===== config.mk =====
export PLATFORM = sky130hd
export DESIGN_NAME = cfp_fuse_guard
export DESIGN_NICKNAME = d
export VERILOG_FILES = /design/src/hdl/cfp_fuse_guard.v
export VERILOG_INCLUDE_DIRS = /design/src /design/src/hdl
export SDC_FILE = /design/constraint.sdc
export NUM_CORES = 1
export LEC_CHECK = 0
export BUFFER_PORTS_ARGS = -buffer_cell sky130_fd_sc_hd__clkbuf_2
export CAP_MARGIN = 20
export CORE_MARGIN = 2
export CORE_UTILIZATION = 51
export DETAILED_ROUTE_END_ITERATION = 6
export GPL_ROUTABILITY_DRIVEN = 1
export MAX_ROUTING_LAYER = met4
export PLACE_DENSITY = 0.79
export SKIP_LAST_GASP = 1
export SLEW_MARGIN = 5
export SYNTH_ARGS = -nofsm -noshare
export SYNTH_HDL_FRONTEND = slang
export SYNTH_SLANG_ARGS = --single-unit

===== constraint.sdc =====
create_clock -name core_clk -period 4.4 [get_ports core_clk]
set_clock_uncertainty 0.15 [all_clocks]
set_input_delay 0.88 -clock core_clk [delete_from_list [all_inputs] [get_ports core_clk]]
set_output_delay 0.88 -clock core_clk [all_outputs]
set_load 0.02 [all_outputs]

===== src/hdl/cfp_defines.vh =====
/*
 upper configuration-byte map, field positions, unprogrammed values
 and protection address ranges for the fuse decode block.
 assumes 22-bit table addresses and byte-wide configuration cells.
*/
`ifndef CFP_DEFINES_VH
`define CFP_DEFINES_VH

// configuration byte addresses
`define CFP_ADDR_PIN_RST 22'h300005
`define CFP_ADDR_DBG_CORE 22'h300006
`define CFP_ADDR_BLK_CODE 22'h300008
`define CFP_ADDR_BOOT_CODE 22'h300009
`define CFP_ADDR_BLK_WR 22'h30000a
`define CFP_ADDR_BOOT_WR 22'h30000b
`define CFP_ADDR_BLK_TRD 22'h30000c
`define CFP_ADDR_BOOT_TRD 22'h30000d
`define CFP_CFG_BASE 22'h300000
`define CFP_CFG_LAST 22'h3000ff
`define CFP_CFG_SPACE_HI 2'h3

// implemented-bit masks; other bits read zero
`define CFP_MASK_PIN_RST 8'h87
`define CFP_MASK_DBG_CORE 8'hc5
`define CFP_MASK_BLK 8'h0f
`define CFP_MASK_BOOT_CODE 8'hc0
`define CFP_MASK_BOOT_WR 8'he0
`define CFP_MASK_BOOT_TRD 8'h40

// unprogrammed values
`define CFP_RST_PIN_RST 8'h83
`define CFP_RST_DBG_CORE 8'h85
`define CFP_RST_BLK 8'h0f
`define CFP_RST_BOOT_CODE 8'hc0
`define CFP_RST_BOOT_WR 8'he0
`define CFP_RST_BOOT_TRD 8'h40

// field positions
`define CFP_BIT_RST_PIN_SEL 7
`define CFP_BIT_OSC_LP 2
`define CFP_BIT_PB_ANALOG 1
`define CFP_BIT_CC2_ROUTE 0
`define CFP_BIT_DEBUG 7
`define CFP_BIT_EXTENDED_INSTRUCTION_ENABLE 6
`define CFP_BIT_LVP 2
`define CFP_BIT_STK_RST 0
`define CFP_BIT_EE_GUARD 7
`define CFP_BIT_BOOT_GUARD 6
`define CFP_BIT_CFG_WR 5
`define CFP_BIT_BOOT_TRD 6

// program memory layout
`define CFP_BOOT_LAST 22'h0007ff
`define CFP_BLK_LAST 22'h007fff
`define CFP_BLK_SHIFT 13
`define CFP_BLOCKED_DATA 8'h00
`define CFP_ADC_PB_ANALOG 4'h0
`define CFP_ADC_PB_DIGITAL 4'hf

`endif


===== src/hdl/cfp_fuse_guard.v =====
/*
 configuration fuse decode and program-memory protection checks.
 assumes fuse cells are modelled as flops reset to unprogrammed values
 (power-on), table accesses arrive as one-cycle strobes, and the
 owning memory controllers honour the allow/refuse outputs.
*/
// Functional notes
// - select one: pin is external reset; zero: plain port-E input
// - oscillator low-power fuse one selects low-power secondary oscillator
// - analog default fuse sets port-B lines 4..0 analog at reset
// - capture/compare-2 routed to port-C line one or port-B three
// - debug fuse zero reserves port-B six and seven for debug
// - extended fuse one enables instruction extension and indexed mode
// - low-voltage programming entry accepted only when its fuse is one
// - stack fault resets device only when its fuse is one
// - code-protect fuse zero protects its program block
// - eeprom code-protect fuse zero protects data eeprom
// - boot code-protect fuse zero protects addresses 0 to 7ff
// - block write-protect fuse zero refuses self-writes to that block
// - eeprom write-protect fuse zero refuses data eeprom writes
// - boot write-protect fuse zero refuses writes to boot block
// - config write-protect fuse zero refuses configuration space writes
// - config write-protect fuse changes only in programming mode
// - block table-read fuse zero refuses reads from other blocks
// - boot table-read fuse zero refuses reads from outside boot
// - protection fuses read one unprogrammed, only clear by writing
// - unimplemented configuration bits read zero
// - programmed bit reads zero, unprogrammed reads one except the oscillator low-power and extended fuses
`timescale 1ns/1ps
`include "cfp_defines.vh"

module cfp_fuse_guard #(
   parameter ADDR_W = 22
) (
   input wire core_clk,
   input wire rst,
   input wire por,
   input wire prog_mode,
   input wire tbl_rd,
   input wire tbl_wr,
   input wire [ADDR_W-1:0] tbl_addr,
   input wire [ADDR_W-1:0] exec_addr,
   input wire [7:0] tbl_wdata,
   input wire [7:0] mem_rdata,
   input wire tbl_wr_eeprom,
   input wire eeprom_rd_ext,
   input wire stack_fault,
   input wire lvp_entry_req,
   input wire external_reset_pin_n,
   output reg [7:0] tbl_rdata_q,
   output reg tbl_rd_done_q,
   output reg tbl_rd_refused_q,
   output reg tbl_wr_done_q,
   output reg tbl_wr_refused_q,
   output reg prog_wr_allow_q,
   output reg eeprom_wr_allow_q,
   output reg external_reset_q,
   output reg porte_line_three_en_q,
   output reg porte_line_three_q,
   output reg secondary_osc_low_power_q,
   output reg [3:0] adc_pcfg_reset_q,
   output reg cc2_on_portc_line_one_q,
   output reg cc2_on_port_b_a_line_three_q,
   output reg debug_pins_reserved_q,
   output reg extended_instruction_enable_q,
   output reg lvp_entry_ok_q,
   output reg stack_fault_reset_q,
   output reg [3:0] code_guard_q,
   output reg eeprom_code_guard_q,
   output reg boot_code_guard_q
);

   // fuse cells; only por restores them, like erased non-volatile bits
   reg [7:0] pin_and_reset_options_q;
   reg [7:0] debug_and_core_options_q;
   reg [7:0] block_code_guard_q;
   reg [7:0] boot_and_eeprom_code_guard_q;
   reg [7:0] block_write_guard_q;
   reg [7:0] boot_eeprom_config_write_guard_q;
   reg [7:0] block_table_read_guard_q;
   reg [7:0] boot_table_read_guard_q;

   // controls latched at reset release
   reg [7:0] lat_pin_q;
   reg [7:0] lat_dbg_q;
   reg [3:0] lat_wr_blk_q;
   reg [7:0] lat_wr_boot_q;
   reg [3:0] lat_trd_blk_q;
   reg lat_trd_boot_q;
   reg [3:0] lat_cp_blk_q;
   reg [7:0] lat_cp_boot_q;
   // static control outputs wait one cycle past release so they never see a stale latch
   reg in_rst_q;

   // region of a program address: 0 boot, 1..4 blocks, 7 outside
   function [2:0] region;
      input [ADDR_W-1:0] a;
      begin
         if (a <= `CFP_BOOT_LAST)
            region = 3'h0;
         else if (a <= `CFP_BLK_LAST)
            region = {1'b0, a[`CFP_BLK_SHIFT+1:`CFP_BLK_SHIFT]} + 3'h1;
         else
            region = 3'h7;
      end
   endfunction

   // write-lock bit (zero means locked) for a program region
   function region_wr_ok;
      input [2:0] r;
      begin
         if (r == 3'h0)
            region_wr_ok = lat_wr_boot_q[`CFP_BIT_BOOT_GUARD];
         else if (r == 3'h7)
            region_wr_ok = 1'b1;
         else
            region_wr_ok = lat_wr_blk_q[r[1:0]-2'h1];
      end
   endfunction

   // table-read lock for a region (zero means locked)
   function region_rd_ok;
      input [2:0] r;
      begin
         if (r == 3'h0)
            region_rd_ok = lat_trd_boot_q;
         else if (r == 3'h7)
            region_rd_ok = 1'b1;
         else
            region_rd_ok = lat_trd_blk_q[r[1:0]-2'h1];
      end
   endfunction

   // one-hot select of an option or guard byte; zero for other addresses
   function [7:0] cfg_slot;
      input [ADDR_W-1:0] a;
      begin
         if (a == `CFP_ADDR_PIN_RST)
            cfg_slot = 8'h01;
         else if (a == `CFP_ADDR_DBG_CORE)
            cfg_slot = 8'h02;
         else if (a == `CFP_ADDR_BLK_CODE)
            cfg_slot = 8'h04;
         else if (a == `CFP_ADDR_BOOT_CODE)
            cfg_slot = 8'h08;
         else if (a == `CFP_ADDR_BLK_WR)
            cfg_slot = 8'h10;
         else if (a == `CFP_ADDR_BOOT_WR)
            cfg_slot = 8'h20;
         else if (a == `CFP_ADDR_BLK_TRD)
            cfg_slot = 8'h40;
         else if (a == `CFP_ADDR_BOOT_TRD)
            cfg_slot = 8'h80;
         else
            cfg_slot = 8'h00;
      end
   endfunction

   // whole configuration space, unimplemented bytes included
   wire in_cfg = (tbl_addr[ADDR_W-1:ADDR_W-2] == `CFP_CFG_SPACE_HI);
   wire cfg_low = (tbl_addr >= `CFP_CFG_BASE) &&
      (tbl_addr <= `CFP_CFG_LAST);
   wire [2:0] tgt_region = region(tbl_addr);
   wire [2:0] own_region = region(exec_addr);
   wire cfg_wr_ok = prog_mode |
      lat_wr_boot_q[`CFP_BIT_CFG_WR];
   // the programmer bypasses every lock, as external programming must
   wire prog_wr_ok = prog_mode | region_wr_ok(tgt_region);
   wire ee_wr_ok = prog_mode |
      lat_wr_boot_q[`CFP_BIT_EE_GUARD];
   // code reading its own region is never refused
   wire same_region = (tgt_region == own_region);
   wire rd_ok = prog_mode | same_region |
      region_rd_ok(tgt_region);
   // refusal only for program space; config bytes stay readable
   wire rd_refuse = tbl_rd & ~in_cfg & ~rd_ok;
   wire cfg_wr_hit = tbl_wr & ~tbl_wr_eeprom & in_cfg;
   wire cfg_wr_go = cfg_wr_hit & cfg_low & cfg_wr_ok;
   // in user mode the config write-lock cell is frozen
   wire [7:0] cfgwr_keep = prog_mode ? 8'hff : 8'hdf;
   // readback and cell writes share one decode so they cannot disagree
   wire [7:0] slot = cfg_slot(tbl_addr);

   // write verdict by target; each target class has its own lock bit
   reg wr_ok_c;
   always @*
   begin
      wr_ok_c = 1'b1;
      if (tbl_wr_eeprom)
         wr_ok_c = ee_wr_ok;
      else if (in_cfg)
         wr_ok_c = cfg_low & cfg_wr_ok;
      else
         wr_ok_c = prog_wr_ok;
   end

   // allow strobes to the memory controllers
   wire prog_go = tbl_wr & ~tbl_wr_eeprom & ~in_cfg & prog_wr_ok;
   wire ee_go = tbl_wr & tbl_wr_eeprom & ee_wr_ok;

   // readback mux; unimplemented bits masked to zero
   reg [7:0] cfg_rd;
   always @*
   begin
      cfg_rd = 8'h00;
      if (slot[0])
         cfg_rd = pin_and_reset_options_q & `CFP_MASK_PIN_RST;
      else if (slot[1])
         cfg_rd = debug_and_core_options_q & `CFP_MASK_DBG_CORE;
      else if (slot[2])
         cfg_rd = block_code_guard_q & `CFP_MASK_BLK;
      else if (slot[3])
         cfg_rd = boot_and_eeprom_code_guard_q & `CFP_MASK_BOOT_CODE;
      else if (slot[4])
         cfg_rd = block_write_guard_q & `CFP_MASK_BLK;
      else if (slot[5])
         cfg_rd = boot_eeprom_config_write_guard_q & `CFP_MASK_BOOT_WR;
      else if (slot[6])
         cfg_rd = block_table_read_guard_q & `CFP_MASK_BLK;
      else if (slot[7])
         cfg_rd = boot_table_read_guard_q & `CFP_MASK_BOOT_TRD;
   end

   // fuse cells: option bytes take any value, guards only clear
   // a cleared guard stays cleared until the cells are erased
   always @(posedge core_clk)
   begin
      if (por)
      begin
         pin_and_reset_options_q <= `CFP_RST_PIN_RST;
         debug_and_core_options_q <= `CFP_RST_DBG_CORE;
         block_code_guard_q <= `CFP_RST_BLK;
         boot_and_eeprom_code_guard_q <= `CFP_RST_BOOT_CODE;
         block_write_guard_q <= `CFP_RST_BLK;
         boot_eeprom_config_write_guard_q <= `CFP_RST_BOOT_WR;
         block_table_read_guard_q <= `CFP_RST_BLK;
         boot_table_read_guard_q <= `CFP_RST_BOOT_TRD;
      end
      else if (cfg_wr_go)
      begin
         if (slot[0])
            pin_and_reset_options_q <= tbl_wdata & `CFP_MASK_PIN_RST;
         else if (slot[1])
            debug_and_core_options_q <= tbl_wdata & `CFP_MASK_DBG_CORE;
         else if (slot[2])
            block_code_guard_q <= block_code_guard_q & tbl_wdata;
         else if (slot[3])
            boot_and_eeprom_code_guard_q <=
               boot_and_eeprom_code_guard_q & tbl_wdata;
         else if (slot[4])
            block_write_guard_q <= block_write_guard_q & tbl_wdata;
         else if (slot[5])
            boot_eeprom_config_write_guard_q <=
               boot_eeprom_config_write_guard_q &
               (tbl_wdata | ~cfgwr_keep);
         else if (slot[6])
            block_table_read_guard_q <= block_table_read_guard_q & tbl_wdata;
         else if (slot[7])
            boot_table_read_guard_q <= boot_table_read_guard_q & tbl_wdata;
      end
   end

   // sample fuses while reset is held; frozen once it releases
   // written fuses therefore act only after the next reset
   always @(posedge core_clk)
   begin
      if (rst)
      begin
         in_rst_q <= 1'b1;
         lat_pin_q <= pin_and_reset_options_q;
         lat_dbg_q <= debug_and_core_options_q;
         lat_wr_blk_q <= block_write_guard_q[3:0];
         lat_wr_boot_q <= boot_eeprom_config_write_guard_q;
         lat_trd_blk_q <= block_table_read_guard_q[3:0];
         lat_trd_boot_q <= boot_table_read_guard_q[`CFP_BIT_BOOT_TRD];
         lat_cp_blk_q <= block_code_guard_q[3:0];
         lat_cp_boot_q <= boot_and_eeprom_code_guard_q;
      end
      else
      begin
         in_rst_q <= 1'b0;
      end
   end

   // static control outputs, registered from the latched fuses
   always @(posedge core_clk)
   begin
      if (rst)
      begin
         // quiet defaults while held; the core sits in reset anyway
         external_reset_q <= 1'b0;
         porte_line_three_en_q <= 1'b0;
         porte_line_three_q <= 1'b0;
         secondary_osc_low_power_q <= 1'b0;
         adc_pcfg_reset_q <= `CFP_ADC_PB_ANALOG;
         cc2_on_portc_line_one_q <= 1'b0;
         cc2_on_port_b_a_line_three_q <= 1'b0;
         debug_pins_reserved_q <= 1'b0;
         extended_instruction_enable_q <= 1'b0;
         lvp_entry_ok_q <= 1'b0;
         stack_fault_reset_q <= 1'b0;
         code_guard_q <= 4'h0;
         eeprom_code_guard_q <= 1'b0;
         boot_code_guard_q <= 1'b0;
      end
      else if (!in_rst_q)
      begin
         // reset pin only honoured when selected
         external_reset_q <= lat_pin_q[`CFP_BIT_RST_PIN_SEL] &
            ~external_reset_pin_n;
         // port-E line only carries the pin when the reset role is off
         porte_line_three_en_q <= ~lat_pin_q[`CFP_BIT_RST_PIN_SEL];
         porte_line_three_q <= ~lat_pin_q[`CFP_BIT_RST_PIN_SEL] &
            external_reset_pin_n;
         secondary_osc_low_power_q <= lat_pin_q[`CFP_BIT_OSC_LP];
         adc_pcfg_reset_q <= lat_pin_q[`CFP_BIT_PB_ANALOG] ?
            `CFP_ADC_PB_ANALOG : `CFP_ADC_PB_DIGITAL;
         cc2_on_portc_line_one_q <=
            lat_pin_q[`CFP_BIT_CC2_ROUTE];
         cc2_on_port_b_a_line_three_q <= ~lat_pin_q[`CFP_BIT_CC2_ROUTE];
         debug_pins_reserved_q <= ~lat_dbg_q[`CFP_BIT_DEBUG];
         extended_instruction_enable_q <=
            lat_dbg_q[`CFP_BIT_EXTENDED_INSTRUCTION_ENABLE];
         lvp_entry_ok_q <= lat_dbg_q[`CFP_BIT_LVP] &
            lvp_entry_req;
         stack_fault_reset_q <= lat_dbg_q[`CFP_BIT_STK_RST] &
            stack_fault;
         // protect levels for the memory controllers, one means guarded
         code_guard_q <= ~lat_cp_blk_q;
         eeprom_code_guard_q <= ~lat_cp_boot_q[`CFP_BIT_EE_GUARD];
         boot_code_guard_q <= ~lat_cp_boot_q[`CFP_BIT_BOOT_GUARD];
      end
   end

   // table access answers, one cycle after the strobe
   always @(posedge core_clk)
   begin
      if (rst)
      begin
         tbl_rdata_q <= 8'h00;
         tbl_rd_done_q <= 1'b0;
         tbl_rd_refused_q <= 1'b0;
         tbl_wr_done_q <= 1'b0;
         tbl_wr_refused_q <= 1'b0;
         prog_wr_allow_q <= 1'b0;
         eeprom_wr_allow_q <= 1'b0;
      end
      else
      begin
         tbl_rd_done_q <= tbl_rd;
         tbl_rd_refused_q <= rd_refuse;
         // refused read never exposes protected content
         if (tbl_rd)
            tbl_rdata_q <= in_cfg ? cfg_rd :
               (rd_ok ? mem_rdata : `CFP_BLOCKED_DATA);
         tbl_wr_done_q <= tbl_wr;
         tbl_wr_refused_q <= tbl_wr & ~wr_ok_c;
         // memory commits only on these; a refusal leaves it as it was
         prog_wr_allow_q <= prog_go;
         eeprom_wr_allow_q <= ee_go;
      end
   end

   // eeprom_rd_ext reserved for external read gating by the eeprom unit
   // tied to a local net so the unused input is visibly intentional
   wire unused_ok = eeprom_rd_ext;

endmodule


== Yosys cells after proc, flatten, opt, wreduce, memory -nomap -nowiden ==
Index checks and enable logic that the tools add are counted.
Widths: inputs -> output; s select.
Operators by class
  add/subtract/negate cells: 3
  order comparisons: 7
  equal/unequal tests: 11
  muxes and demuxes: 35
  bitwise logic cells: 47
  reductions and logical operators: 10
Operators with widths (count)
  $eq 22x22->1 const B: 8
  $mux 8: 16
  $and 8x8->8: 6
  $le 22x11->1 const B: 2
  $le 22x15->1 const B: 2
  $ge 22x22->1 const B: 1
  $le 22x22->1 const B: 1
  $not 1->1: 17
  $and 1x1->1: 16
  $mux 7: 2
  $mux 3: 4
  $mux 1: 9
  $reduce_and 9->1: 1
  $not 8->8: 1
  $or 8x8->8: 1
  $reduce_and 8->1: 1
  $reduce_and 7->1: 1
  $add 2x1->3 const B: 2
  $mux 6: 1
  $reduce_and 6->1: 1
  $or 1x1->1: 5
  $reduce_and 5->1: 1
  $bmux 1 s2: 2
  $mux 4: 1
  other kinds (11): 11
Storage, ports and cells
  bits in registers: 128
  word-level logic and storage cells: 151

== Longest topological paths before layout ==
  word-level depth: 18
  mapped depth: 11
  depth with buffers taken out: 11

== Worst setup path before layout ==
OpenSTA, ideal clock, no wires.
  path type: in2reg
  start: input port tbl_addr[21]
  end: register tbl_rdata_q[0]
  arrival: 3268 ps
  data required time: 4164 ps
  slack: 896 ps
  stages: 9
  path buffers: 1
  path through: nor4_1 > o211ai_1 > ha_1 > buf_1 > mux2i_1 > mux2_2 > a211oi_1 > o21ai_0 > a211oi_1
On the way
  longest elaborated chain between the ends: 16
  elaborated cells between the ends (all ways): 38
  those cells by class: add/sub (1); order compare (2); eq/ne (10); mux (22); bitwise (2); reduce/logical (1)
RTL lines
  start: declaration: RTL line cfp_fuse_guard.v:41  | input wire [ADDR_W-1:0] tbl_addr,
  branches (longest 15 deep; another with $le 22x15->1)
  $mux 8 *: RTL line cfp_fuse_guard.v:354  | tbl_rdata_q <= in_cfg ? cfg_rd :
  end signal: assignment: RTL line cfp_fuse_guard.v:354
  end: declaration: RTL line cfp_fuse_guard.v:50  | output reg [7:0] tbl_rdata_q,
Every way passes the cells marked *. The select of a mux whose other input is x is not followed.
A chain may end at the register's enable or synchronous reset.

== Worst setup path in the final report ==
Ends and elaborated chain as after synthesis.

==> metrics.md <==
| Metric | Value |
|---|---|
| CTS Sinks | 84 |
| Final non-filler cell total | 549 |
| Cell Area, Placed | 4130 sq um |
| DIE AREA | 7770 sq um |
| Area grow syn2layout | 19.1% |
| Number of enable flip-flop cells after synthesis | 26 |
| Element type at the critical path end | register |
| Internal | 1.08 mW |
| Final Wtd Congestion | 0.870 |
| Die H | 88.2 um |
| Final Max Tran Viols | 0 |
| Net Count, Synth | 434 |
| Hold_buf cts | 0 |
| CTS tree | done |
| Setup ws final | 0.983 ns |
| Hold crit path type | register to register |
| Synth Area in XOR/XNOR | 0.970% |
| Via count of the first global-routing pass | 2854 |
| Final period utilization | 77.7% |
| Crit Reg-Reg Endpoint | pin_and_reset_options_q[1] |
| Crit path required time | 4.50 ns |
| Hpwl dp | 6.41 mm |
| FFs w/ async S/R, synth | 0% |
| FF-to-FF Start | lat_wr_boot_q[5] |
| Layout cells sized above 1 | 26.9% |
| Power, Total | 1.43 mW |
| Root Driver | clkbuf_8 |
| 1st-iter DRT viols | 242 |
| Max clock buf depth | 2 |
| Synth Area in Adders | 1.39% |
| Dpl cells | 533 |
| Compound-Gate Fraction of Synth Area | 14.2% |
| GRT overflow | 0 |
| Critical path origin | tbl_addr[21] |
| Drt pass-1 iters | 4 |
| Pin count of the biggest net entering global routing | 35 |
| Reg clk slew, reported paths | 0.08 ns |
| Cells after synthesis | 359 |
| Logic gate share of total power | 8.5% |
| Design area | 4310 sq um |
| Post-route ant nets | 0 |
| Leakage | 1.67 nW |
| Pre-CTS WS | 0.642 ns |
| # rows | 30 |
| Net switching power | 354 uW |
| Final core occ | 63.0% |
| Clock power frac | 34.5% |
| Sum Neg Setup Slack | 0 ns |
| #FFs+latches synth | 84 |
| Final setup violation count | 0 |
| Starting density of the core | 52.9% |
| Warnings from Yosys | 0 |
| Synth cell types | 51 |
| Gr usage total | 23.5% |
| Startpoint Class | input port |
| Post-CTS Setup Bufs | 0 |
| Largest cells by area after synthesis | dfxtp_1 (32%), edfxtp_1 (22%), nor2_1 (4.6%) |
| Syn_area_per_cell | 10.1 sq um |
| Seq pwr share | 57.0% |
| Via/cell ratio | 5.53 |
| H-Tree Depth | 3 |
| Most frequent cells in the layout | clkbuf_2 (91), dfxtp_1 (58), nor2_1 (44) |
| Clock period minus worst slack | 3.42 ns |
| Total Wirelength | 8.38 mm |
| Die Width | 88.2 um |
| Port Buffer Count | 91 |
| Synth top area share | 32.1% |
| Worst hold slack | 0.313 ns |
| Hold Startpoint | tbl_rdata_q[4] |
| First-pass GRT wire length | 13.4 mm |
| Main combinational cell family by area after synthesis | simple AND/OR/NAND/NOR gates |
| Outcome | finished clean |
| Drt wl/cell | 15.3 um |
| Setup CP Type | input port to register |
| Crit Path Max Fanout | 4 |
| Initial antenna violation count | 0 |
| Total CTS buffers | 9 |
| Final hold violations | 0 |
| Worst R2R Path Depth | 5 |
| Placeable Area | 6830 sq um |
| Cell Area, Synth | 3610 sq um |
| Number of max-cap violations | 0 |
| Worst Setup EP | tbl_rdata_q[0] |
| Commonest non-fill, non-tap cell in the layout | clkbuf_2 |
| DRC errors left | 0 |
| Worst Tran Pin Value | 0.959 ns |
| Sequential cell area fraction in the yosys report | 53.7% |
| R2R Setup Slk | 2.45 ns |
| Max Freq | 293 MHz |
| Switching Share | 24.8% |
| CP Data Arrival Time | 3.52 ns |
| Worst rel slew slack | 36.0% |
| Io pins | 105 |
| Synth Area in Simple Gates | 22.1% |
| NumNets Final | 523 |
| Clock Latency Late Sink | 0.34 ns |
| Pwr per Cell Area | 332 nW/um^2 |
| Resize count post-CTS | 0 |
| RSZ-0062 raised after global routing | no |
| N_diodes | 0 |
| Mux share of post-synthesis cell area | 4.57% |
| Worst VDD drop | 0.000161 V |
| Hold depth | 2 |
| Ys flop type | dfxtp_1 |
| Dominant cell type by area after synthesis | dfxtp_1 |
| Vias | 3038 |
## cell usage after synthesis, types with 3 or more instances
cell,instances
a211o_1,6
a211oi_1,3
a21o_1,4
a21oi_1,19
buf_4,3
clkbuf_1,9
dfxtp_1,58
edfxtp_1,26
ha_1,4
inv_1,9
mux2_2,4
mux2i_1,12
nand2_1,15
nand2b_1,18
nand3_1,9
nand4_1,5
nor2_1,44
nor2b_1,11
nor3_1,10
nor3b_1,3
nor4_1,11
o211ai_1,4
o21ai_0,25
o31ai_1,3
o41ai_1,4
or2_2,4
or3_1,3
xor2_1,3
## state kept, by name, summed over array words and instances, names as in the netlist, 3 cells and up
register,cells
lat_wr_blk_q,4
tbl_rdata_q,8
lat_wr_boot_q,3
block_table_read_guard_q,4
boot_eeprom_config_write_guard_q,3
pin_and_reset_options_q,4
code_guard_q,4
lat_pin_q,4
block_write_guard_q,4
lat_dbg_q,4
lat_cp_blk_q,4
lat_trd_blk_q,4
block_code_guard_q,4
debug_and_core_options_q,4
## logic make-up after synthesis
| family | Yosys count |
|---|---|
| compound gates | 80 |
| xor+xnor | 4 |
| fa+ha+maj | 4 |
| buf+inv | 24 |
| flops | 84 |
| mux | 16 |
| simple gates | 147 |
## critical path, stage by stage
cell	delay [ns]
clkbuf_2	0.09
nor4_1	0.52
nand3_1	0.26
ha_1	0.52
mux2i_1	0.12
mux2_2	0.29
a211oi_1	0.46
o21ai_0	0.13
a211oi_1	0.24
## power by group through the flow
stage | clock network, mW | logic, mW | registers (mW)
floorplan | 0 | 0.0493 | 0.842
global placement | 0 | 0.116 | 0.833
detailed placement | 0 | 0.120 | 0.834
CTS | 0.501 | 0.121 | 0.815
global route | 0.538 | 0.132 | 0.817
finish | 0.493 | 0.121 | 0.815
## metal layers
metal	wire length [um]	global-route usage (%)
met5	0	-
met2	4200	37.0
met1	3600	29.6
met4	186	10.3
met3	396	4.24
## worst min path at each step
stage | end | slack [ns]
after floorplan | lat_cp_boot_q[6] | 0.26
after global placement | lat_wr_blk_q[3] | 0.29
after detailed placement | lat_wr_blk_q[0] | 0.29
after CTS | lat_cp_boot_q[6] | 0.31
after global routing | lat_cp_blk_q[1] | 0.33
final | tbl_rdata_q[4] | 0.31
## layout make-up
type                    count  area, sq um
repair buffers             93          470
flip-flops and latches     84         1940
clock buffers              11          141
inverters                   9         33.8
multi-input cells         251         1560
well taps                  96          120
clock inverters             5         35.0
fillers                   585         2530
(Power assumes the default switching activity.)
